### config.mk
export PLATFORM = sky130hd
export DESIGN_NAME = spic_regs
export DESIGN_NICKNAME = d
export VERILOG_FILES = /design/src/design/spic_gate.v /design/src/design/spic_regs.v
export VERILOG_INCLUDE_DIRS = /design/src /design/src/design
export SDC_FILE = /design/constraint.sdc
export NUM_CORES = 1
export LEC_CHECK = 0
export ABC_AREA = 1
export BUFFER_PORTS_ARGS = -buffer_cell sky130_fd_sc_hd__buf_4
export CAP_MARGIN = 20
export CORE_MARGIN = 5
export CORE_UTILIZATION = 51
export DETAILED_ROUTE_END_ITERATION = 7
export HOLD_SLACK_MARGIN = 0.08
export PLACE_DENSITY = 0.85
export SETUP_SLACK_MARGIN = 0.2
export SLEW_MARGIN = 15
export SYNTH_ARGS = -nofsm -noshare
export SYNTH_HDL_FRONTEND = slang
export SYNTH_HIERARCHICAL = 1
export SYNTH_SLANG_ARGS = --single-unit
### constraint.sdc
create_clock -name clk -period 1.89 [get_ports clk]
set_input_delay 0.567 -clock clk [delete_from_list [all_inputs] [get_ports clk]]
set_output_delay 0.567 -clock clk [all_outputs]
set_load 0.02 [all_outputs]
### src/design/spic_consts.vh
`ifndef SPIC_CONSTS_VH
`define SPIC_CONSTS_VH
// Configuration dword byte offsets
`define SPIC_OFS_ID        8'h00
`define SPIC_OFS_CMD       8'h04
// Identification defaults, arbitrary neutral values
`define SPIC_MAKER_RST     16'h1AB0
`define SPIC_PART_RST      16'h0C01
// Command field positions
`define SPIC_CMD_IO        0
`define SPIC_CMD_MEM       1
`define SPIC_CMD_MASTER    2
`define SPIC_CMD_PARITY    6
`define SPIC_CMD_ERR       8
`define SPIC_CMD_INTX_OFF  10
// Writable command bits and reset value
`define SPIC_CMD_WMASK     16'h0547
`define SPIC_CMD_RST       16'h0000
`endif

### src/design/spic_gate.v
`include "spic_consts.vh"
// Turns the command bits into per-request decisions
module spic_gate (
  input  wire [15:0] cmd,        // Current command register
  input  wire        io_req,     // I/O request on primary side
  input  wire        mem_req,    // Memory request on primary side
  input  wire        up_req,     // Mem/IO request arriving from downstream
  input  wire        up_np,      // That request is non-posted
  input  wire        par_err,    // Parity error detected
  input  wire        err_det,    // Fatal/non-fatal error detected
  input  wire        intx_own,   // Port's own interrupt wish
  input  wire        intx_fwd,   // INTx arriving from downstream
  output wire        io_accept,  // Respond to I/O request
  output wire        mem_accept, // Respond to memory request
  output wire        up_fwd,     // Forward upstream
  output wire        up_ur,      // Treat as unsupported request
  output wire        up_ur_cpl,  // Return UR completion
  output wire        par_act,    // Take parity error action
  output wire        err_send,   // Send error message to root
  output wire        intx_out    // INTx message to send upstream
);
  // Decoding enables
  assign io_accept  = io_req  & cmd[`SPIC_CMD_IO];
  assign mem_accept = mem_req & cmd[`SPIC_CMD_MEM];
  // Upstream mastering
  assign up_fwd    = up_req & cmd[`SPIC_CMD_MASTER];
  assign up_ur     = up_req & ~cmd[`SPIC_CMD_MASTER];
  assign up_ur_cpl = up_ur & up_np;
  // Error handling; parity ignored when disabled
  assign par_act  = par_err & cmd[`SPIC_CMD_PARITY];
  assign err_send = err_det & cmd[`SPIC_CMD_ERR];
  // Disable gates only own interrupts, never forwarded ones
  assign intx_out = (intx_own & ~cmd[`SPIC_CMD_INTX_OFF]) | intx_fwd;
endmodule

### src/design/spic_regs.v
`include "spic_consts.vh"
module spic_regs (
  input  wire        clk,        // 40 MHz port clock
  input  wire        resetn,     // Async reset, active low
  input  wire        cfg_wr,     // Config write strobe
  input  wire        cfg_rd,     // Config read strobe
  input  wire [7:0]  cfg_addr,   // Config byte offset
  input  wire [3:0]  cfg_be,     // Byte enables
  input  wire [31:0] cfg_wdata,  // Write data
  output reg  [31:0] cfg_rdata,  // Read data, registered
  output reg         cfg_rvalid, // Read data valid pulse
  input  wire        load_we,    // SMBus/EEPROM id load strobe
  input  wire [15:0] load_maker, // Loaded maker code
  input  wire [15:0] load_part,  // Loaded part code
  input  wire        io_req,     // I/O request on primary
  input  wire        mem_req,    // Memory request on primary
  input  wire        up_req,     // Request from downstream
  input  wire        up_np,      // That request is non-posted
  input  wire        par_err,    // Parity error seen
  input  wire        err_det,    // Fatal/non-fatal error seen
  input  wire        intx_own,   // Own interrupt request
  input  wire        intx_fwd,   // Forwarded INTx
  output wire        io_accept,  // Respond to I/O
  output wire        mem_accept, // Respond to memory
  output wire        up_fwd,     // Forward upstream
  output wire        up_ur,      // Unsupported request
  output wire        up_ur_cpl,  // UR completion
  output wire        par_act,    // Parity action
  output wire        error_report_gate, // Error reporting enabled
  output wire        err_send,   // Error message out
  output wire        intx_out    // INTx out
);
  reg  [15:0] maker_code;   // Vendor-style identity
  reg  [15:0] part_code;    // Device-style identity
  reg  [15:0] port_command; // Stored command bits
  wire [15:0] wmask;        // Byte-enabled writable bits
  wire [15:0] next_command; // Command after write

  // Identity changes only via the side load path, not via config writes
  always @(posedge clk or negedge resetn) begin
    if (!resetn) begin
      maker_code <= `SPIC_MAKER_RST;
      part_code  <= `SPIC_PART_RST;
    end else if (load_we) begin
      maker_code <= load_maker;
      part_code  <= load_part;
    end
  end

  // Only RW bits in enabled bytes take the write; hardwired bits stay zero
  assign wmask = `SPIC_CMD_WMASK & {{8{cfg_be[1]}}, {8{cfg_be[0]}}};
  assign next_command = (port_command & ~wmask) | (cfg_wdata[15:0] & wmask);

  // Command register update
  always @(posedge clk or negedge resetn) begin
    if (!resetn) begin
      port_command <= `SPIC_CMD_RST;
    end else if (cfg_wr && cfg_addr == `SPIC_OFS_CMD) begin
      port_command <= next_command;
    end
  end

  // Registered read; unmapped offsets and status half read zero
  always @(posedge clk or negedge resetn) begin
    if (!resetn) begin
      cfg_rdata  <= 32'h00000000;
      cfg_rvalid <= 1'b0;
    end else begin
      cfg_rvalid <= cfg_rd;
      if (cfg_rd) begin
        case (cfg_addr)
          `SPIC_OFS_ID:  cfg_rdata <= {part_code, maker_code};
          `SPIC_OFS_CMD: cfg_rdata <= {16'h0000, port_command};
          default:       cfg_rdata <= 32'h00000000;
        endcase
      end
    end
  end

  assign error_report_gate = port_command[`SPIC_CMD_ERR];

  // Request gating from command bits
  spic_gate u_gate (
    .cmd        (port_command),
    .io_req     (io_req),
    .mem_req    (mem_req),
    .up_req     (up_req),
    .up_np      (up_np),
    .par_err    (par_err),
    .err_det    (err_det),
    .intx_own   (intx_own),
    .intx_fwd   (intx_fwd),
    .io_accept  (io_accept),
    .mem_accept (mem_accept),
    .up_fwd     (up_fwd),
    .up_ur      (up_ur),
    .up_ur_cpl  (up_ur_cpl),
    .par_act    (par_act),
    .err_send   (err_send),
    .intx_out   (intx_out)
  );
endmodule

==> flow_metrics.py <==
metrics = {
    "clocking": {
        "htreeDepth": 3,
        "clockBufferDepth": 2,
        "cts_tree": "done",
        "clk_pin_slew_ps": 80,
        "cts.repair.resized": 0,
        "cts_buffers": 9,
        "post-cts-setup-buffers": 0,
        "clock_latency_ps": 330,
        "cts-root-buf": "clkbuf_8",
        "cts_sinks": 71,
    },
    "hold_path": {
        "holdCritPathClass": "in2reg",
    },
    "drt": {
        "num_vias": 2331,
        "dr.pass1.iters": 4,
        "drt_iter0_markers": 134,
        "wl_mm": 6.81,
        "remaining_drc_errors": 0,
        "via_per_inst": 4.96,
        "wl_per_cell_microns": 14.5,
        "antenna_left": 0,
    },
    "placement": {
        "pre_cts_slack_ps": 325,
        "hpwlAfterDp_mm": 4.98,
        "port_buffers": 102,
        "globalplace.congestion": 0.767,
        "dp_cells": 453,
    },
    "power": {
        "pwr-share-comb": 0.097,
        "swShare": 0.229,
        "pwr_density_cell_nw_per_um2": 773,
        "power_leakage_uw": 0.00218,
        "intPower_uw": 2380,
        "clockPowerShare": 0.369,
        "power_switching_uw": 707,
        "p_seq_frac": 0.533,
        "vdd_drop_max_mv": 0.684,
    },
    "logic_synthesis": {
        "syn_nets": 377,
        "syn-cell-area_sq_um": 2960,
        "avgSynthCellArea_sq_um": 10.3,
        "yosys_warnings": 6,
        "synthCells": 288,
    },
    "critical_path": {
        "crit_path_end_kind": "primary output",
        "r2r_end": "part_code[3]",
        "cp.arrival_ps": 1080,
        "crit_path_start_kind": "flop",
        "cp_max_fo": 4,
        "worstSetupPathType": "reg2out",
        "r2r_start": "part_code[3]",
        "worstRegToRegCells": 1,
        "worstSetupEndpoint": "up_ur_cpl",
        "regToRegSetupSlack_ps": 1100,
        "cp.required_ps": 1320,
    },
    "sta": {
        "slew_headroom": 0.707,
        "drv_slew": 0,
        "fin_crit_sh": 0.874,
        "setup_slack_ps": 238,
        "max_freq_ghz": 0.605,
        "finalCriticalPeriod_ps": 1650,
        "fin_worst_skew_ps": 9.86,
        "setup_tns_ps": 0,
        "rsz0062_at_grt": "true",
        "setup_viol": 0,
        "finalHoldViolCount": 0,
        "worst_slew_pin_slew_ps": 438,
    },
    "global_routing": {
        "globalRouteOverflowTotal": 0,
        "grt_pass1_vias": 2523,
        "grt_use_met2": 0.327,
        "grt_pass1_wl_mm": 11.6,
        "grt_max_degree": 37,
        "track_usage": 0.200,
        "grt_util_met3": 0.0532,
        "gr-usage-met1": 0.251,
        "grt_antenna_before_repair": 0,
        "globalRoute.busiestLayer": "met2",
    },
    "floorplan": {
        "ios": 131,
        "start_util": 0.532,
        "die_y_microns": 86.2,
        "coreArea_sq_um": 5570,
        "chipWidth_microns": 86.2,
        "dieArea_sq_um": 7440,
        "num_rows": 27,
    },
    "run": {
        "cap_violations": 0,
    },
    "status": {
        "status": "finished, final reports clean",
    },
    "layout": {
        "stdcell_count": 470,
        "fin_nets": 482,
        "area_growth_pct": 35.0,
        "antenna_cells": 0,
        "drive_gt1_frac": 0.427,
    },
}
[how the worst min path moves through the flow]
stage | start | to | slack [ps] | depth (start not counted)
final | load_part[4] | part_code[4] | 450 | 2
after floorplan | resetn | asynchronous set/reset pin | 270 | 0
after detailed placement | resetn | part_code[12] | 430 | 1
after global routing | load_part[11] | part_code[11] | 440 | 2
after global placement | resetn | part_code[12] | 430 | 1
after CTS | load_part[4] | part_code[4] | 440 | 2
[state kept, by name, indices dropped and copies added (netlist names), named ones only]
| signal | flops |
|---|---|
| maker_code | 16 |
| part_code | 16 |
| cfg_rvalid | 1 |
| cfg_rdata | 32 |
[cell type report]
class | count | area, sq um
clock inverter | 4 | 48.8
fill | 423 | 1570
tap | 72 | 90.1
timing repair buffer | 109 | 846
inverter | 15 | 56.3
multi-input combinational | 187 | 1040
clock buffer | 12 | 135
sequential | 71 | 1790
[through the flow]
stage          hold slack, ps  instance area (sq um)  total power [uW]  utilization
2_1_floorplan             271                   2960              1800            -
3_3_place_gp              426                   3810              1970        0.683
3_5_place_dp              432                   3810              1980        0.683
4_1_cts                   438                   4000              3120        0.718
5_1_grt                   440                   4000              3230        0.718
6_report                  455                   4000              3090        0.718
[power groups by stage]
stage | clock network (uW) | logic [uW] | registers, uW
final | 1140 | 300 | 1650
after global routing | 1240 | 333 | 1660
after CTS | 1160 | 305 | 1650
after detailed placement | 0 | 303 | 1680
after global placement | 0 | 293 | 1670
after floorplan | 0 | 133 | 1670
[routing by layer]
layer  up-vias  part of all wire  wire length, microns
li1       1136                 -                     -
met1      1097              0.41                  2810
met2        85              0.49                  3370
met3        13             0.075                   508
met4         0             0.019                   128
met5         -                 0                     0
[critical path, stage by stage (launching register included)]
cell     delay, ps
dfrtp_1        410
inv_1           80
nand2_2         50
nor2_2          70
buf_4          140
[cell usage in the layout (no fill, tap or decap), drive strengths merged]
cell type    instances
dfstp                9
inv                 15
nor2                 8
dfrtp               62
nand2              106
nand3               35
bufinv               1
mux2                32
clkbuf              12
dlygate4sd3          1
clkinv               3
nand4                6
buf                108
[timing repair]
| item | CTS | global route |
|---|---|---|
| hold endpoints to repair | 10 | 0 |
| endpoints found under the setup margin | 0 | 1 |
| hold buffers | 1 | 0 |
Power figures use the tool's default switching activity.
